### src/battery_query_consts.vh
// command codes, field positions and constants of the battery data query bank
`ifndef BATTERY_QUERY_CONSTS_VH
`define BATTERY_QUERY_CONSTS_VH

`define CMD_MODE_WORD      8'h03
`define CMD_HOST_RATE      8'h04
`define CMD_TIME_TO_FULL   8'h05
`define CMD_TIME_TO_EMPTY  8'h06
`define CMD_RATE_OK        8'h07
`define CMD_TEMPERATURE    8'h08
`define CMD_VOLTAGE        8'h09
`define CMD_CURRENT        8'h0a
`define CMD_AVG_CURRENT    8'h0b
`define CMD_ERROR_MARGIN   8'h0c
`define CMD_PCT_LEARNED    8'h0d
`define CMD_PCT_DESIGN     8'h0e
`define CMD_REMAINING      8'h0f

`define CAP_MODE_BIT       15
`define RATE_RESET         16'h0000
`define TIME_INVALID       16'hffff
`define TIME_MAX           16'hfffe
`define VOLT_MAX_MV        16'h4e20
`define PCT_MAX            7'h64
`define MARGIN_FULL_RESET  7'h64
`define MARGIN_LEARNED     7'h02
`define MARGIN_CLIPPED     7'h08
`define MARGIN_VOLT_CORR   7'h19
`define MARGIN_STEP        7'h01
`define CYCLES_PER_STEP    2'h3
`define MIN_PER_HOUR       16'h003c
`define PCT_SCALE          16'h0064
`define OK_WINDOW_FACTOR   16'h0168
`define REFRESH_PERIOD_MS  1000
`define CLK_MHZ            250
`define KHZ_PER_MHZ        1000
`define AVG_WARMUP_SEC     6'h3c
`define AVG_SHIFT          6
`define DIV_STEPS          6'h20

`endif

### src/battery_data_query_bank.v
// battery data words answered by command code, writable host rate and mode words, with rate predictions
`timescale 1ns/10ps
// Summary of operation
// - time-to-full at rate, invalid when rate not positive
// - rate write refreshes predictions within 5 ms
// - predictions recomputed from stored rate every second
// - time-to-empty at rate, invalid when rate not negative
// - rate-ok flag, always one unless discharging
// - temperature word in tenths of kelvin
// - voltage word in millivolts, up to 20000
// - signed instantaneous current in milliamps
// - minute average current, instant during first minute
// - error margin loads 100 percent at reset
// - unclipped learning cycle sets margin to 2
// - clipped learning sets 8, unless already below
// - margin plus one per four cycle counts
// - voltage correction sets margin to 25
// - percent of learned capacity, limited 0 to 100
// - percent of design capacity, may exceed 100
// - remaining capacity in mAh or 10 mWh
// - mode bit 15 selects current or power units
// - signed host rate value, resets to zero
`include "battery_query_consts.vh"

module battery_data_query_bank #(
  parameter SEC_CYCLES = `REFRESH_PERIOD_MS * `CLK_MHZ * `KHZ_PER_MHZ
) (
  input  wire        mclk,
  input  wire        rst_n,
  input  wire [7:0]  cmdCode,
  input  wire        readStrobe,
  input  wire        writeStrobe,
  input  wire [15:0] writeData,
  input  wire [15:0] tempTenthK,
  input  wire [15:0] voltMv,
  input  wire [15:0] currentMa,
  input  wire [15:0] remainMah,
  input  wire [15:0] remain10mWh,
  input  wire [15:0] fullMah,
  input  wire [15:0] full10mWh,
  input  wire [15:0] designMah,
  input  wire [15:0] design10mWh,
  input  wire        learnDone,
  input  wire        learnClipped,
  input  wire        cycleCountInc,
  input  wire        voltCorrection,
  output reg  [15:0] readData_ff,
  output reg         readAck_ff,
  output reg         cmdError_ff
);

  // ****************************************
  // sequencer states
  // ****************************************
  localparam ST_IDLE  = 4'b0001;
  localparam ST_LOAD  = 4'b0010;
  localparam ST_DIV   = 4'b0100;
  localparam ST_STORE = 4'b1000;
  localparam JOB_TTF  = 2'h0;
  localparam JOB_TTE  = 2'h1;
  localparam JOB_REL  = 2'h2;
  localparam JOB_ABS  = 2'h3;

  reg signed [15:0] rateFf;
  reg               capModeFf;
  reg        [15:0] ttfFf;
  reg        [15:0] tteFf;
  reg               rateOkFf;
  reg        [15:0] relFf;
  reg        [15:0] absFf;
  reg        [6:0]  marginFf;
  reg        [1:0]  cycCntFf;
  reg signed [21:0] accFf;
  reg        [5:0]  secFf;
  reg        [27:0] tickCntFf;
  reg               pendFf;
  reg        [3:0]  stateFf;
  reg        [1:0]  jobFf;
  reg        [5:0]  stepFf;
  reg        [31:0] quoFf;
  reg        [16:0] remFf;
  reg        [15:0] divisorFf;
  reg               skipFf;

  // ****************************************
  // unit selection and operands
  // ****************************************
  wire [15:0] remSel    = capModeFf ? remain10mWh : remainMah;
  wire [15:0] fullSel   = capModeFf ? full10mWh : fullMah;
  wire [15:0] designSel = capModeFf ? design10mWh : designMah;
  wire        rateNeg   = rateFf[15];
  wire        rateZero  = (rateFf == `RATE_RESET);
  wire [15:0] rateMag   = rateNeg ? (~rateFf + 16'h0001) : rateFf;
  wire [15:0] toFull    = (fullSel > remSel) ? (fullSel - remSel) : 16'h0000;
  wire [31:0] tickWide  = {4'h0, tickCntFf};
  wire        secTick   = (tickWide == SEC_CYCLES - 1);
  wire [15:0] voltClamp = (voltMv > `VOLT_MAX_MV) ? `VOLT_MAX_MV : voltMv;
  wire        writeRate = writeStrobe && (cmdCode == `CMD_HOST_RATE);
  wire        startRun  = stateFf[0] && pendFf;

  reg [31:0] opDividend;
  reg [15:0] opDivisor;
  reg        opSkip;

  always @* begin
    opDividend = 32'h00000000;
    opDivisor  = 16'h0000;
    opSkip     = 1'b0;
    case (jobFf)
      JOB_TTF: begin
        opDividend = toFull * `MIN_PER_HOUR;
        opDivisor  = rateMag;
        opSkip     = rateNeg || rateZero;
      end
      JOB_TTE: begin
        opDividend = remSel * `MIN_PER_HOUR;
        opDivisor  = rateMag;
        opSkip     = !rateNeg;
      end
      JOB_REL: begin
        opDividend = remSel * `PCT_SCALE;
        opDivisor  = fullSel;
      end
      default: begin
        opDividend = remSel * `PCT_SCALE;
        opDivisor  = designSel;
      end
    endcase
  end

  // ****************************************
  // restoring divider step
  // ****************************************
  wire [16:0] trialRem = {remFf[15:0], quoFf[31]};
  wire        trialGe  = (trialRem >= {1'b0, divisorFf});
  wire [16:0] nextRem  = trialGe ? (trialRem - {1'b0, divisorFf}) : trialRem;

  wire        divZero  = (divisorFf == 16'h0000);
  wire        quoBig   = (quoFf[31:16] != 16'h0000);
  wire [15:0] timeRes  = (skipFf || divZero) ? `TIME_INVALID :
                         (quoBig || quoFf[15:0] > `TIME_MAX) ? `TIME_MAX : quoFf[15:0];
  wire [15:0] relRes   = divZero ? 16'h0000 :
                         (quoBig || quoFf[15:0] > {9'h000, `PCT_MAX}) ?
                         {9'h000, `PCT_MAX} : quoFf[15:0];
  wire [15:0] absRes   = divZero ? 16'h0000 : (quoBig ? 16'hffff : quoFf[15:0]);

  // ****************************************
  // host writes and refresh request
  // ****************************************
  always @(posedge mclk or negedge rst_n) begin
    if (!rst_n) begin
      rateFf    <= `RATE_RESET;
      capModeFf <= 1'b0;
      pendFf    <= 1'b0;
    end else begin
      if (writeRate) begin
        rateFf <= writeData;
      end
      if (writeStrobe && cmdCode == `CMD_MODE_WORD) begin
        capModeFf <= writeData[`CAP_MODE_BIT];
      end
      // a new request landing as a run starts is kept for the next run
      pendFf <= writeRate || secTick || (pendFf && !startRun);
    end
  end

  // ****************************************
  // one-second time base
  // ****************************************
  // free running, a rate write never restarts it, so the period stays fixed
  always @(posedge mclk or negedge rst_n) begin
    if (!rst_n) begin
      tickCntFf <= 28'h0000000;
    end else if (secTick) begin
      tickCntFf <= 28'h0000000;
    end else begin
      tickCntFf <= tickCntFf + 28'h0000001;
    end
  end

  // ****************************************
  // prediction sequencer
  // ****************************************
  always @(posedge mclk or negedge rst_n) begin
    if (!rst_n) begin
      stateFf   <= ST_IDLE;
      jobFf     <= JOB_TTF;
      stepFf    <= 6'h00;
      quoFf     <= 32'h00000000;
      remFf     <= 17'h00000;
      divisorFf <= 16'h0000;
      skipFf    <= 1'b0;
      ttfFf     <= `TIME_INVALID;
      tteFf     <= `TIME_INVALID;
      rateOkFf  <= 1'b1;
      relFf     <= 16'h0000;
      absFf     <= 16'h0000;
    end else begin
      case (stateFf)
        ST_IDLE: begin
          if (pendFf) begin
            stateFf <= ST_LOAD;
          end
        end
        ST_LOAD: begin
          quoFf     <= opDividend;
          remFf     <= 17'h00000;
          divisorFf <= opDivisor;
          skipFf    <= opSkip;
          stepFf    <= 6'h00;
          if (jobFf == JOB_TTE) begin
            // extra load for ten seconds: capacity per hour over 360
            rateOkFf <= !rateNeg || ({16'h0000, remSel} * `OK_WINDOW_FACTOR >=
                        {16'h0000, rateMag});
          end
          stateFf <= ST_DIV;
        end
        ST_DIV: begin
          quoFf  <= {quoFf[30:0], trialGe};
          remFf  <= nextRem;
          stepFf <= stepFf + 6'h01;
          if (stepFf == `DIV_STEPS - 6'h01) begin
            stateFf <= ST_STORE;
          end
        end
        ST_STORE: begin
          // whole-word update, a read never sees half a result
          case (jobFf)
            JOB_TTF: ttfFf <= timeRes;
            JOB_TTE: tteFf <= timeRes;
            JOB_REL: relFf <= relRes;
            default: absFf <= absRes;
          endcase
          if (jobFf == JOB_ABS) begin
            jobFf   <= JOB_TTF;
            stateFf <= ST_IDLE;
          end else begin
            jobFf   <= jobFf + 2'h1;
            stateFf <= ST_LOAD;
          end
        end
        default: begin
          stateFf <= ST_IDLE;
          jobFf   <= JOB_TTF;
        end
      endcase
    end
  end

  // ****************************************
  // averaged current
  // ****************************************
  wire signed [21:0] curWide = {{6{currentMa[15]}}, currentMa};
  wire signed [21:0] curAcc  = curWide <<< `AVG_SHIFT;
  wire signed [21:0] accStep = accFf + curWide - (accFf >>> `AVG_SHIFT);
  wire        [15:0] avgWord = (secFf < `AVG_WARMUP_SEC) ? currentMa :
                               accFf[15 + `AVG_SHIFT:`AVG_SHIFT];

  always @(posedge mclk or negedge rst_n) begin
    if (!rst_n) begin
      accFf <= 22'h000000;
      secFf <= 6'h00;
    end else if (secTick) begin
      // first-order filter, time constant near one minute of ticks
      if (secFf < `AVG_WARMUP_SEC) begin
        accFf <= curAcc;
        secFf <= secFf + 6'h01;
      end else begin
        accFf <= accStep;
      end
    end
  end

  // ****************************************
  // state-of-charge error margin
  // ****************************************
  always @(posedge mclk or negedge rst_n) begin
    if (!rst_n) begin
      marginFf <= `MARGIN_FULL_RESET;
      cycCntFf <= 2'h0;
    end else begin
      if (voltCorrection) begin
        marginFf <= `MARGIN_VOLT_CORR;
      end else if (learnDone && !learnClipped) begin
        marginFf <= `MARGIN_LEARNED;
      end else if (learnDone && learnClipped) begin
        if (marginFf >= `MARGIN_CLIPPED) begin
          marginFf <= `MARGIN_CLIPPED;
        end
      end else if (cycleCountInc && cycCntFf == `CYCLES_PER_STEP) begin
        if (marginFf < `PCT_MAX) begin
          marginFf <= marginFf + `MARGIN_STEP;
        end
      end
      if (learnDone) begin
        cycCntFf <= 2'h0;
      end else if (cycleCountInc) begin
        cycCntFf <= cycCntFf + 2'h1;
      end
    end
  end

  // ****************************************
  // read-word answer
  // ****************************************
  reg [15:0] readMux;
  reg        readBad;

  always @* begin
    readMux = 16'h0000;
    readBad = 1'b0;
    case (cmdCode)
      `CMD_MODE_WORD:     readMux = {capModeFf, 15'h0000};
      `CMD_HOST_RATE:     readMux = rateFf;
      `CMD_TIME_TO_FULL:  readMux = ttfFf;
      `CMD_TIME_TO_EMPTY: readMux = tteFf;
      `CMD_RATE_OK:       readMux = {15'h0000, rateOkFf};
      `CMD_TEMPERATURE:   readMux = tempTenthK;
      `CMD_VOLTAGE:       readMux = voltClamp;
      `CMD_CURRENT:       readMux = currentMa;
      `CMD_AVG_CURRENT:   readMux = avgWord;
      `CMD_ERROR_MARGIN:  readMux = {9'h000, marginFf};
      `CMD_PCT_LEARNED:   readMux = relFf;
      `CMD_PCT_DESIGN:    readMux = absFf;
      `CMD_REMAINING:     readMux = remSel;
      default:            readBad = 1'b1;
    endcase
  end

  always @(posedge mclk or negedge rst_n) begin
    if (!rst_n) begin
      readData_ff <= 16'h0000;
      readAck_ff  <= 1'b0;
      cmdError_ff <= 1'b0;
    end else begin
      readAck_ff  <= readStrobe;
      cmdError_ff <= readStrobe && readBad;
      if (readStrobe) begin
        readData_ff <= readMux;
      end
    end
  end

endmodule

### config.mk
export PLATFORM = sky130hd
export DESIGN_NAME = battery_data_query_bank
export DESIGN_NICKNAME = d
export VERILOG_FILES = /design/src/battery_data_query_bank.v
export VERILOG_INCLUDE_DIRS = /design/src /design/src/src
export SDC_FILE = /design/constraint.sdc
export NUM_CORES = 1
export LEC_CHECK = 0
export ABC_AREA = 1
export BUFFER_PORTS_ARGS = -buffer_cell sky130_fd_sc_hd__buf_2
export CAP_MARGIN = 20
export CORE_MARGIN = 1.5
export CORE_UTILIZATION = 40
export CTS_BUF_LIST = sky130_fd_sc_hd__clkbuf_4 sky130_fd_sc_hd__clkbuf_8
export DETAILED_ROUTE_END_ITERATION = 6
export GPL_ROUTABILITY_DRIVEN = 0
export SLEW_MARGIN = 25
export SYNTH_ARGS = -nofsm -noshare
export SYNTH_HDL_FRONTEND = slang
export SYNTH_SLANG_ARGS = --single-unit
### constraint.sdc
create_clock -name mclk -period 6.5 [get_ports mclk]
set_clock_uncertainty 0.05 [all_clocks]
set_input_delay 0 -clock mclk [delete_from_list [all_inputs] [get_ports mclk]]
set_output_delay 0 -clock mclk [all_outputs]
set_load 0.005 [all_outputs]
# Word-level counts from Yosys, hierarchy flattened
# Index checks and enable logic that the tools add are counted.
[classes]
bitwise_logic = 2
reduce_logical = 38
add_sub_neg = 11
n_eq_ne = 26
mux = 38
multipliers = 4
magnitude_cmp = 9
[op_table]
columns = ["op", "count"]
rows = [
  ["$mux 16", 14],
  ["$pmux 16 s13", 1],
  ["$eq 8x4->1 const B", 8],
  ["$pmux 16 s2", 2],
  ["$pmux 32 s2", 1],
  ["$pmux 23 s2", 1],
  ["$mux 7", 6],
  ["$mul 16x4->20 const B", 2],
  ["$eq 8x3->1 const B", 4],
  ["$logic_not 16->1", 2],
  ["$sub 16x16->16", 2],
  ["$add 28x1->28 const B", 1],
  ["$eq 28x28->1 const B", 1],
  ["$mux 28", 1],
  ["$ge 25x16->1", 1],
  ["$add 22x16->22", 1],
  ["$mul 16x6->22 const B", 1],
  ["$mux 22", 1],
  ["$sub 22x16->22", 1],
  ["$mul 16x5->21 const B", 1],
  ["$ge 17x16->1", 1],
  ["$add 16x1->16 const B", 1],
  ["$gt 16x15->1 const B", 1],
  ["$gt 16x16->1", 1],
  ["other kinds (39)", 72],
]
[totals]
elab_cells = 151
ff_bits = 243
inputBits = 176
out_inout_bits = 18

# Depth between registers and ports, before layout
# Gate-level depths: netlist of run 1.
[depth]
depth_word = 6
ltp_mapped = 36
ltp_nobuf = 33

# Worst setup path after synthesis of run 1
# OpenSTA, ideal clock, no wires.
[synth_timing]
path_kind = "register -> register"
from = "register capModeFf"
to = "register quoFf[14]"
path_slack_ns = 0.925
arrival_time_ns = 5.401
setup_time_ns = 0.124
period_less_slack_ns = 5.575
required_time_ns = 6.326
stages_incl_launch_ff = 31
n_path_buf = 2
path_cell_list = "dfrtp_1 inv_1 clkbuf_1 or2_2 o21ai_0 inv_1 fa_1 nor3_1 nor2_2 o21bai_4 nand2_1 nand2_2 nand2_4 buf_12 nor3_1 inv_1 fa_1 fa_1 inv_1 fa_1 nand2_1 nand2_1 o21ai_0 o21ai_0 nand3_1 nand2_1 or2_2 nand3_1 nand3_1 nand2_1 nand3_1"
[synth_via]
elab_chain_cells = 6
elab_cells_between_ends = 10
classes_between = "1 x add/sub; 3 x mul; 1 x order compare; 5 x mux"
[synth_rtl]
columns = ["element", "line_no", "text"]
rows = [
  ["from (decl)", "battery_data_query_bank.v:65", "reg capModeFf;"],
  ["from (signal assigned)", "battery_data_query_bank.v:160", "capModeFf <= writeData[`CAP_MODE_BIT];"],
  ["$mux 16 (on tied branches)", "battery_data_query_bank.v:89, battery_data_query_bank.v:88", ""],
  ["$sub 16x16->16 / $gt 16x16->1 (equally long branches)", "battery_data_query_bank.v:94", "wire [15:0] toFull = (fullSel > remSel) ? (fullSel - remSel) : 16'h0000;"],
  ["$mux 16", "battery_data_query_bank.v:94", ""],
  ["$mul 16x4->20 (no line)", "n/a", ""],
  ["$pmux 23 s2 (*)", "battery_data_query_bank.v:109", "case (jobFf)"],
  ["$pmux 32 s2 (*)", "battery_data_query_bank.v:199", "case (stateFf)"],
  ["to (signal assigned)", "battery_data_query_bank.v:206", "quoFf <= opDividend;"],
  ["to (signal assigned)", "battery_data_query_bank.v:219", "quoFf <= {quoFf[30:0], trialGe};"],
  ["to (decl)", "battery_data_query_bank.v:80", "reg [31:0] quoFf;"],
]
# Mark *: on every way between the ends. The rest lies on a longest branch, timed or not.
# A chain may end at the register's enable or synchronous reset.

# Final worst setup path of run 1
[layout_timing]
from = "register capModeFf"
to = "register quoFf[11]"
# Same word-level chain as after synthesis.

==> flow_metrics.py, run 1 <==
metrics = {
    "status": {
        "status": "finished, final reports clean",
    },
    "placed_design": {
        "post-place-ws_ps": 563,
        "port_buffers": 193,
        "place_area_um2": 26300,
        "place_inst": 4370,
        "dpl.hpwl_um": 65300,
    },
    "pwr": {
        "peakVddDrop_mv": 0.136,
        "pwr_density_cell_nw_per_um2": 293,
        "internal_power_mw": 4.48,
        "p_sw_share_pct": 46.8,
        "clkPwrFrac_pct": 21.7,
        "seq_power_share_pct": 20.2,
        "pwr-share-comb_pct": 58.1,
        "finalPower_mw": 8.42,
        "power_leakage_nw": 15.0,
        "p_sw_mw": 3.94,
    },
    "sta": {
        "post-route-period-util_pct": 89.6,
        "tns_ps": 0,
        "hold_violations": 0,
        "finalWorstSetupSlack_ps": 678,
        "maxSlewViolCount": 0,
        "fmax_ghz": 0.172,
        "min_period_ps": 5820,
        "slew_headroom_pct": 31.5,
        "worstMarginPinSlew_ps": 1020,
        "setup_viol": 0,
        "rsz0062_at_grt": "false",
    },
    "clock_network": {
        "cts_buffers": 48,
        "cts_root_buf": "clkbuf_8",
        "cts_num_sinks": 243,
        "cts_tree": "yes",
        "clock_latency_ps": 650,
        "clk_path_buf_depth": 3,
        "cts_setup_buffers": 0,
        "clk_pin_slew_ps": 70,
        "htreeDepth": 2,
    },
    "cells_and_area": {
        "fin_area_um2": 28700,
        "final_nets": 4267,
        "stdcell_count": 4586,
        "syn_to_final_growth_pct": 18.0,
        "drive_gt1_share_pct": 11.6,
    },
    "synth": {
        "synth_edf_count": 0,
        "ys.flop_type": "dfrtp_1",
        "synth_cells": 3434,
        "synth_sequential_area_ratio_pct": 25.2,
        "synth_top_cell_by_area": "dfrtp_1",
        "synth_cell_types": 62,
        "yosysTopAreaCellShare_pct": 21.2,
        "synth_area_leaders": "dfrtp_1 21%, nand2_1 12%, ha_1 11%",
        "synthesis.area_um2": 24400,
        "synth_common_cells": "759 x nand2_1, 592 x inv_1, 295 x nor2_1, 230 x o21ai_0, 220 x ha_1",
        "yosysMostFrequentCell": "nand2_1",
        "syn_avg_cell_area_um2": 7.09,
        "ys.warnings.count": 0,
        "syn_nets": 3938,
        "synth_seq_cells": 243,
        "ys_async_sr_fraction_pct": 100,
    },
    "floorplanning": {
        "fp.coreArea_um2": 60200,
        "die_area_um2": 62400,
        "die_h_um": 250,
        "die_w_um": 250,
        "start_util_pct": 40.4,
        "row_count": 90,
        "ios": 194,
    },
    "job": {
        "cap_violations": 0,
    },
    "global_routing": {
        "track_usage_pct": 26.4,
        "grt_max_degree": 172,
        "grt_pass1_wl_um": 130000,
        "grt_pass1_vias": 23300,
        "overflow": 0,
        "antenna_found_initial": 2,
    },
    "setup_path": {
        "r2r-start": "capModeFf",
        "rr_worst_depth": 28,
        "crit_path_max_incr_delay_ps": 520,
        "rr_endpoint": "quoFf[11]",
        "critPathCaptureType": "flop",
        "crit_slowest_cell": "fa_1",
        "cp_max_fo": 41,
        "worstSetupStartpointType": "flop",
        "rrSetupSlack_ps": 680,
        "arrival_ps": 6300,
        "crit_required_ps": 6980,
        "path_common_cell": "nand2_1",
        "crit_type": "reg -> reg",
    },
    "drt": {
        "antenna_left": 0,
        "drcViolationCount": 0,
        "drtPass1Iterations": 6,
        "wl_per_cell_um": 18.0,
        "viasPerCell": 5.27,
        "wirelength_um": 82600,
        "drtIter0Drc": 2078,
        "via_count": 24200,
    },
    "worst_hold_path": {
        "holdCritPathClass": "in -> reg",
        "worst_hold_path.num_cells": 4,
        "worstHoldEndpoint": "accFf[8]",
        "min-delay-start": "currentMa[2]",
    },
}
## worst max-delay path: cells and delay by family, from the launching register on
family	cells	cell delay [ps]
flip-flops	1	400
adder cells (fa/ha/maj)	4	1850
AND/OR/NAND/NOR	14	1820
AO/OA/AOI/OAI	5	890
buffers and inverters	5	680
## cell usage in the layout (no fill, tap or decap), types with 18 or more instances in the layout
| master | netlist | routed |
|---|---|---|
| nand3_1 | 178 | 178 |
| a21oi_1 | 207 | 207 |
| dfstp_2 | 37 | 37 |
| o22ai_1 | 58 | 58 |
| xor2_1 | 51 | 51 |
| or2_2 | 33 | 33 |
| buf_4 | 1 | 34 |
| inv_1 | 592 | 591 |
| nand2_1 | 759 | 758 |
| nor4_1 | 19 | 19 |
| buf_2 | 13 | 192 |
| clkbuf_4 | 0 | 18 |
| nand4_1 | 52 | 52 |
| nor2_1 | 295 | 293 |
| clkbuf_8 | 0 | 58 |
| fa_1 | 108 | 108 |
| dlygate4sd3_1 | 0 | 123 |
| o21ai_0 | 230 | 227 |
| dfrtp_1 | 206 | 205 |
| xnor2_1 | 26 | 26 |
| nor3_1 | 68 | 66 |
| ha_1 | 220 | 220 |
| o21bai_1 | 20 | 20 |
## timing repair
item,4_1_cts,5_1_grt
resized for setup,0,3
endpoints found under the setup margin,0,3
hold buffers,124,0
endpoints found under the hold margin,149,0
## logic make-up (layout without fill, tap and decap cells)
| logic type | Yosys count | in the layout | share of synthesized area (%) |
|---|---|---|---|
| DFF | 243 | 243 | 25.2 |
| other | 0 | 3 | 0 |
| xor gates and xnor gates | 77 | 77 | 2.77 |
| buffers and inverters | 681 | 1048 | 10.7 |
| adders and majority gates | 328 | 328 | 20.2 |
| and+or+nand+nor | 1449 | 1449 | 25.5 |
| muxes | 4 | 4 | 0.180 |
| AOI/OAI and AO/OA | 652 | 652 | 15.5 |
## registers in the layout, indices dropped and copies added, names as in the netlist, 2 cells and up
signal and cells:
quoFf 32, absFf 16, jobFf 2, tickCntFf 28, rateFf 16, cycCntFf 2, secFf 6, divisorFf 16
stepFf 6, relFf 16, accFf 22, ttfFf 16, tteFf 16, marginFf 7, remFf 16, readData_ff 16
stateFf 4
## power by group through the flow
stage / Combinational (mW) / Sequential, mW / Clock (mW)
floorplan: 3.62 / 1.70 / 0
global placement: 4.78 / 1.72 / 0
detailed placement: 4.80 / 1.72 / 0
CTS: 4.87 / 1.69 / 1.85
global route: 5.64 / 1.71 / 1.91
finish: 4.90 / 1.70 / 1.83
## worst max path at each step
stage               slack (ps)         to  cells past startpoint       from
finish                     680  quoFf[11]                     28  capModeFf
global route               160  quoFf[11]                     28  capModeFf
CTS                        550  quoFf[20]                     29  capModeFf
detailed placement         560  quoFf[20]                     29  capModeFf
global placement           680  quoFf[20]                     29  capModeFf
floorplan                  920  quoFf[14]                     30  capModeFf
## routing by layer
layer | share of wire [%] | GRT usage [%] | vias to the layer above
met5 | 0 | 0 | -
met4 | 4.8 | 12.1 | 0
met3 | 6.1 | 3.35 | 157
met2 | 44 | 41.5 | 775
met1 | 45 | 36.1 | 11300
li1 | - | - | 11900
## cell type report
cell class                      count  area (µm²)
Timing Repair Buffer              356        2600
Antenna cell                        3        7.51
Fill cell                        6127       31500
Tap cell                          782         978
Sequential cell                   243        6130
Multi-Input combinational cell   2510       15600
Clock buffer                       76         933
Clock inverter                     12         175
Inverter                          604        2270
## stage by stage
stage | hold WS, ps | utilization [%]
floorplan | -346 | -
global placement | -27.4 | 43.6
detailed placement | -26.6 | 43.7
CTS | 30.3 | 47.6
global route | 120 | 47.7
finish | 77.9 | 47.7
(Power assumes the default switching activity.)
==> run 2, diff against run 1 <==
MAX_ROUTING_LAYER = met4   (was default)
==> flow_metrics.py, run 2 (same netlist as run 1, synthesis figures left out) <==
metrics = {
    "job": {
        "cap_violations": 0,
    },
    "setup_path": {
        "crit_type": "reg -> reg",
        "crit_required_ps": 6990,
        "r2r-start": "capModeFf",
        "worstSetupStartpointType": "flop",
        "path_common_cell": "nand2_1",
        "cp_max_fo": 41,
        "critPathCaptureType": "flop",
        "arrival_ps": 6290,
        "startpoint": "capModeFf",
        "crit_slowest_cell": "fa_1",
        "crit_path_max_incr_delay_ps": 520,
    },
    "sta": {
        "fmax_ghz": 0.172,
        "worstMarginPinSlew_ps": 1080,
        "slew_headroom_pct": 28.1,
        "maxSlewViolCount": 0,
        "post-route-period-util_pct": 89.2,
        "setup_viol": 0,
        "rsz0062_at_grt": "false",
        "min_period_ps": 5800,
        "tns_ps": 0,
        "hold_violations": 0,
        "finalWorstSetupSlack_ps": 699,
    },
    "global_routing": {
        "grt_max_degree": 172,
        "overflow": 0,
        "grt_pass1_wl_um": 130000,
        "grt_pass1_vias": 23200,
        "antenna_found_initial": 2,
        "track_usage_pct": 27.2,
    },
    "status": {
        "status": "finished, final reports clean",
    },
    "floorplanning": {
        "start_util_pct": 40.4,
        "ios": 194,
        "die_w_um": 250,
        "die_area_um2": 62400,
        "fp.coreArea_um2": 60200,
        "die_h_um": 250,
        "row_count": 90,
    },
    "drt": {
        "drtIter0Drc": 2238,
        "wirelength_um": 82500,
        "drtPass1Iterations": 6,
        "drcViolationCount": 0,
        "wl_per_cell_um": 18.0,
        "via_count": 24300,
        "viasPerCell": 5.30,
        "antenna_left": 0,
    },
    "pwr": {
        "pwr-share-comb_pct": 58.1,
        "peakVddDrop_mv": 0.136,
        "p_sw_share_pct": 46.8,
        "internal_power_mw": 4.48,
        "p_sw_mw": 3.94,
        "pwr_density_cell_nw_per_um2": 293,
        "clkPwrFrac_pct": 21.7,
        "power_leakage_nw": 15.0,
        "seq_power_share_pct": 20.2,
    },
    "clock_network": {
        "clock_latency_ps": 650,
        "htreeDepth": 2,
        "cts_setup_buffers": 0,
        "cts_num_sinks": 243,
        "clk_pin_slew_ps": 60,
        "clk_path_buf_depth": 3,
        "cts_root_buf": "clkbuf_8",
        "cts_buffers": 48,
        "cts_tree": "yes",
    },
    "cells_and_area": {
        "seq_area_um2": 6130,
        "final_nets": 4267,
        "final_cell_mix": "758 x nand2_1, 592 x inv_1, 293 x nor2_1",
        "num-fill-cells": 6129,
        "mostFrequentLayoutCell": "nand2_1",
        "max_flop_register": "quoFf",
        "largest_reg_flops": 32,
        "syn_to_final_growth_pct": 18.0,
        "drive_gt1_share_pct": 11.6,
        "multi_input_area_um2": 15600,
        "largest_registers": "quoFf: 32 flops, tickCntFf: 28 flops, accFf: 22 flops",
    },
    "placed_design": {
        "post-place-ws_ps": 563,
        "dpl.hpwl_um": 65300,
        "port_buffers": 193,
    },
    "worst_hold_path": {
        "holdCritPathClass": "in -> reg",
        "min-delay-start": "remainMah[2]",
    },
}
## run 2: layout make-up
class | instances | share of cell area, %
repair buffers | 356 | 9.03
flip-flops and latches | 243 | 21.3
clock inverters | 12 | 0.610
well taps | 782 | 3.40
clock buffers | 76 | 3.25
multi-input cells | 2510 | 54.4
diodes | 3 | 0.0261
inverters | 604 | 7.91
## run 2: power groups by stage
stage,clock network [mW],registers [mW],logic (mW)
CTS,1.85,1.69,4.87
floorplan,0,1.70,3.62
global route,1.91,1.71,5.64
global placement,0,1.72,4.78
finish,1.83,1.70,4.90
detailed placement,0,1.72,4.80
## run 2: repair_timing
action,CTS,global route
setup endpoints to repair,0,3
endpoints found under the hold margin,149,0
resized for setup,0,3
hold buffers,124,0
## run 2: worst paths after layout
check	cells after the start	slack [ps]	endpoint
setup / recovery	28	700	quoFf[11]
hold / removal	6	80	quoFf[4]
setup reg to reg	28	700	quoFf[11]
hold reg to reg	1	410	tickCntFf[0]
max in group asynchronous	5	5000	secFf[0]
min in group asynchronous	3	420	stateFf[0]
## run 2: per-stage QoR
| step | instance area (µm²) | power (mW) | util [%] | hold WS, ps | cells |
|---|---|---|---|---|---|
| 6_report | 28700 | 8.42 | 47.7 | 83.1 | 4586 |
| 3_3_place_gp | 26300 | 6.50 | 43.6 | -27.4 | 4369 |
| 4_1_cts | 28700 | 8.42 | 47.6 | 30.3 | 4582 |
| 3_5_place_dp | 26300 | 6.52 | 43.7 | -26.6 | 4370 |
| 2_1_floorplan | 24400 | 5.33 | - | -346 | 3434 |
| 5_1_grt | 28700 | 9.26 | 47.7 | 120 | 4585 |
## run 2: worst max-delay path, delay by kind of cell (launching register included)
| family | cells | cell delay (ps) |
|---|---|---|
| adder cells (fa/ha/maj) | 4 | 1840 |
| AND/OR/NAND/NOR | 14 | 1820 |
| AO/OA/AOI/OAI | 5 | 880 |
| buffers and inverters | 5 | 680 |
| flip-flops | 1 | 400 |
## run 2: routing by layer
metal  share of wire, %  wire, µm  GRT usage (%)
met1                 45     37200           36.3
met2                 44     36200           41.5
met4                4.8      3960           11.9
met5                  0         0              -
met3                6.1      5070           3.08
==> run 3, diff against run 2 <==
PLACE_DENSITY = 0.64   (was default)
==> flow_metrics.py, run 3 (same netlist as run 1, synthesis figures left out) <==
metrics = {
    "setup_path": {
        "crit_type": "reg -> reg",
        "crit_required_ps": 6960,
        "worstSetupStartpointType": "flop",
        "crit_path_max_incr_delay_ps": 510,
        "r2r-start": "capModeFf",
        "critPathCaptureType": "flop",
        "crit_slowest_cell": "fa_1",
        "startpoint": "capModeFf",
        "cp_max_fo": 43,
        "arrival_ps": 6570,
    },
    "sta": {
        "fmax_ghz": 0.164,
        "finalWorstSetupSlack_ps": 392,
        "slew_headroom_pct": 23.0,
        "worstMarginPinSlew_ps": 1140,
        "rsz0062_at_grt": "false",
        "setup_viol": 0,
        "post-route-period-util_pct": 94.0,
        "maxSlewViolCount": 0,
        "tns_ps": 0,
        "hold_violations": 0,
        "min_period_ps": 6110,
    },
    "placed_design": {
        "post-place-ws_ps": 462,
        "port_buffers": 193,
        "dpl.hpwl_um": 64500,
    },
    "floorplanning": {
        "ios": 194,
        "die_w_um": 250,
        "die_h_um": 250,
        "start_util_pct": 40.4,
        "die_area_um2": 62400,
        "row_count": 90,
        "fp.coreArea_um2": 60200,
    },
    "pwr": {
        "clkPwrFrac_pct": 20.2,
        "pwr_density_cell_nw_per_um2": 292,
        "p_sw_mw": 4.02,
        "internal_power_mw": 4.34,
        "seq_power_share_pct": 20.3,
        "p_sw_share_pct": 48.0,
        "pwr-share-comb_pct": 59.4,
        "peakVddDrop_mv": 0.205,
        "power_leakage_nw": 15.0,
    },
    "drt": {
        "antenna_left": 0,
        "wirelength_um": 81900,
        "wl_per_cell_um": 17.9,
        "via_count": 24400,
        "drtIter0Drc": 2365,
        "viasPerCell": 5.33,
        "drtPass1Iterations": 7,
        "drcViolationCount": 3,
    },
    "clock_network": {
        "cts_tree": "yes",
        "htreeDepth": 2,
        "cts_buffers": 48,
        "cts_num_sinks": 243,
        "clock_latency_ps": 640,
        "cts_root_buf": "clkbuf_8",
        "cts_setup_buffers": 0,
        "clk_path_buf_depth": 3,
        "clk_pin_slew_ps": 70,
    },
    "cells_and_area": {
        "drive_gt1_share_pct": 11.6,
        "num-fill-cells": 6017,
        "largest_reg_flops": 32,
        "final_nets": 4264,
        "mostFrequentLayoutCell": "nand2_1",
        "seq_area_um2": 6130,
        "largest_registers": "quoFf: 32 flops, tickCntFf: 28 flops, accFf: 22 flops",
        "multi_input_area_um2": 15600,
        "max_flop_register": "quoFf",
        "final_cell_mix": "758 x nand2_1, 592 x inv_1, 292 x nor2_1",
        "syn_to_final_growth_pct": 17.4,
    },
    "global_routing": {
        "grt_pass1_wl_um": 128000,
        "antenna_found_initial": 4,
        "grt_max_degree": 173,
        "overflow": 0,
        "grt_pass1_vias": 23100,
        "track_usage_pct": 26.8,
    },
    "status": {
        "failed_checks": "design-rule violations",
        "status": "finished with violations",
    },
    "worst_hold_path": {
        "holdCritPathClass": "in -> reg",
        "min-delay-start": "remainMah[2]",
    },
    "job": {
        "cap_violations": 0,
    },
}
run 3: through the flow:
| stage | utilization (%) | instance area (µm²) | instances | total power, mW | hold slack (ps) |
|---|---|---|---|---|---|
| CTS | 47.4 | 28600 | 4581 | 8.31 | 4.02 |
| global route | 47.5 | 28600 | 4584 | 9.18 | 64.3 |
| finish | 47.5 | 28600 | 4584 | 8.36 | 46.4 |
| global placement | 43.6 | 26300 | 4368 | 6.52 | -33.3 |
| floorplan | - | 24400 | 3434 | 5.33 | -346 |
| detailed placement | 43.6 | 26300 | 4368 | 6.54 | -32.4 |
run 3: worst paths after layout:
kind | depth (start not counted) | slack [ps] | end
max in group asynchronous | 4 | 5030 | readData_ff[14]
min | 6 | 50 | quoFf[4]
max | 29 | 390 | quoFf[11]
min in group asynchronous | 3 | 450 | stateFf[0]
min reg2reg | 2 | 420 | relFf[14]
max reg2reg | 29 | 390 | quoFf[11]
run 3: what timing repair did:
item,4_1_cts,5_1_grt
hold buffers,124,0
resized for setup,0,2
hold endpoints to repair,148,0
endpoints found under the setup margin,0,6
run 3: per-layer routing:
layer | share of wire [%] | track usage, %
met1 | 45 | 36.0
met2 | 44 | 40.4
met3 | 6.7 | 3.32
met4 | 4.8 | 11.8
met5 | 0 | -
run 3: critical path: cells and delay by family (launching register included):
family                   cells  cell delay (ps)
AND/OR/NAND/NOR             14             2070
adder cells (fa/ha/maj)      4             1790
AO/OA/AOI/OAI                5              910
buffers and inverters        6              710
flip-flops                   1              440
run 3: power by group through the flow:
stage                     combinational (mW)  clock [mW]  sequential (mW)
final                                   4.97        1.69             1.70
after global routing                    5.68        1.79             1.71
after CTS                               4.90        1.72             1.70
after detailed placement                4.82           0             1.72
after global placement                  4.80           0             1.72
after floorplan                         3.62           0             1.70
run 3: area by class of cell:
| cell class | instances | share of cell area, % |
|---|---|---|
| antenna | 3 | 0.0263 |
| clock buffer | 71 | 3.11 |
| clock inverter | 18 | 0.486 |
| inverter | 604 | 7.95 |
| multi-input combinational | 2510 | 54.7 |
| sequential | 243 | 21.4 |
| tap | 782 | 3.42 |
| timing repair buffer | 353 | 8.86 |
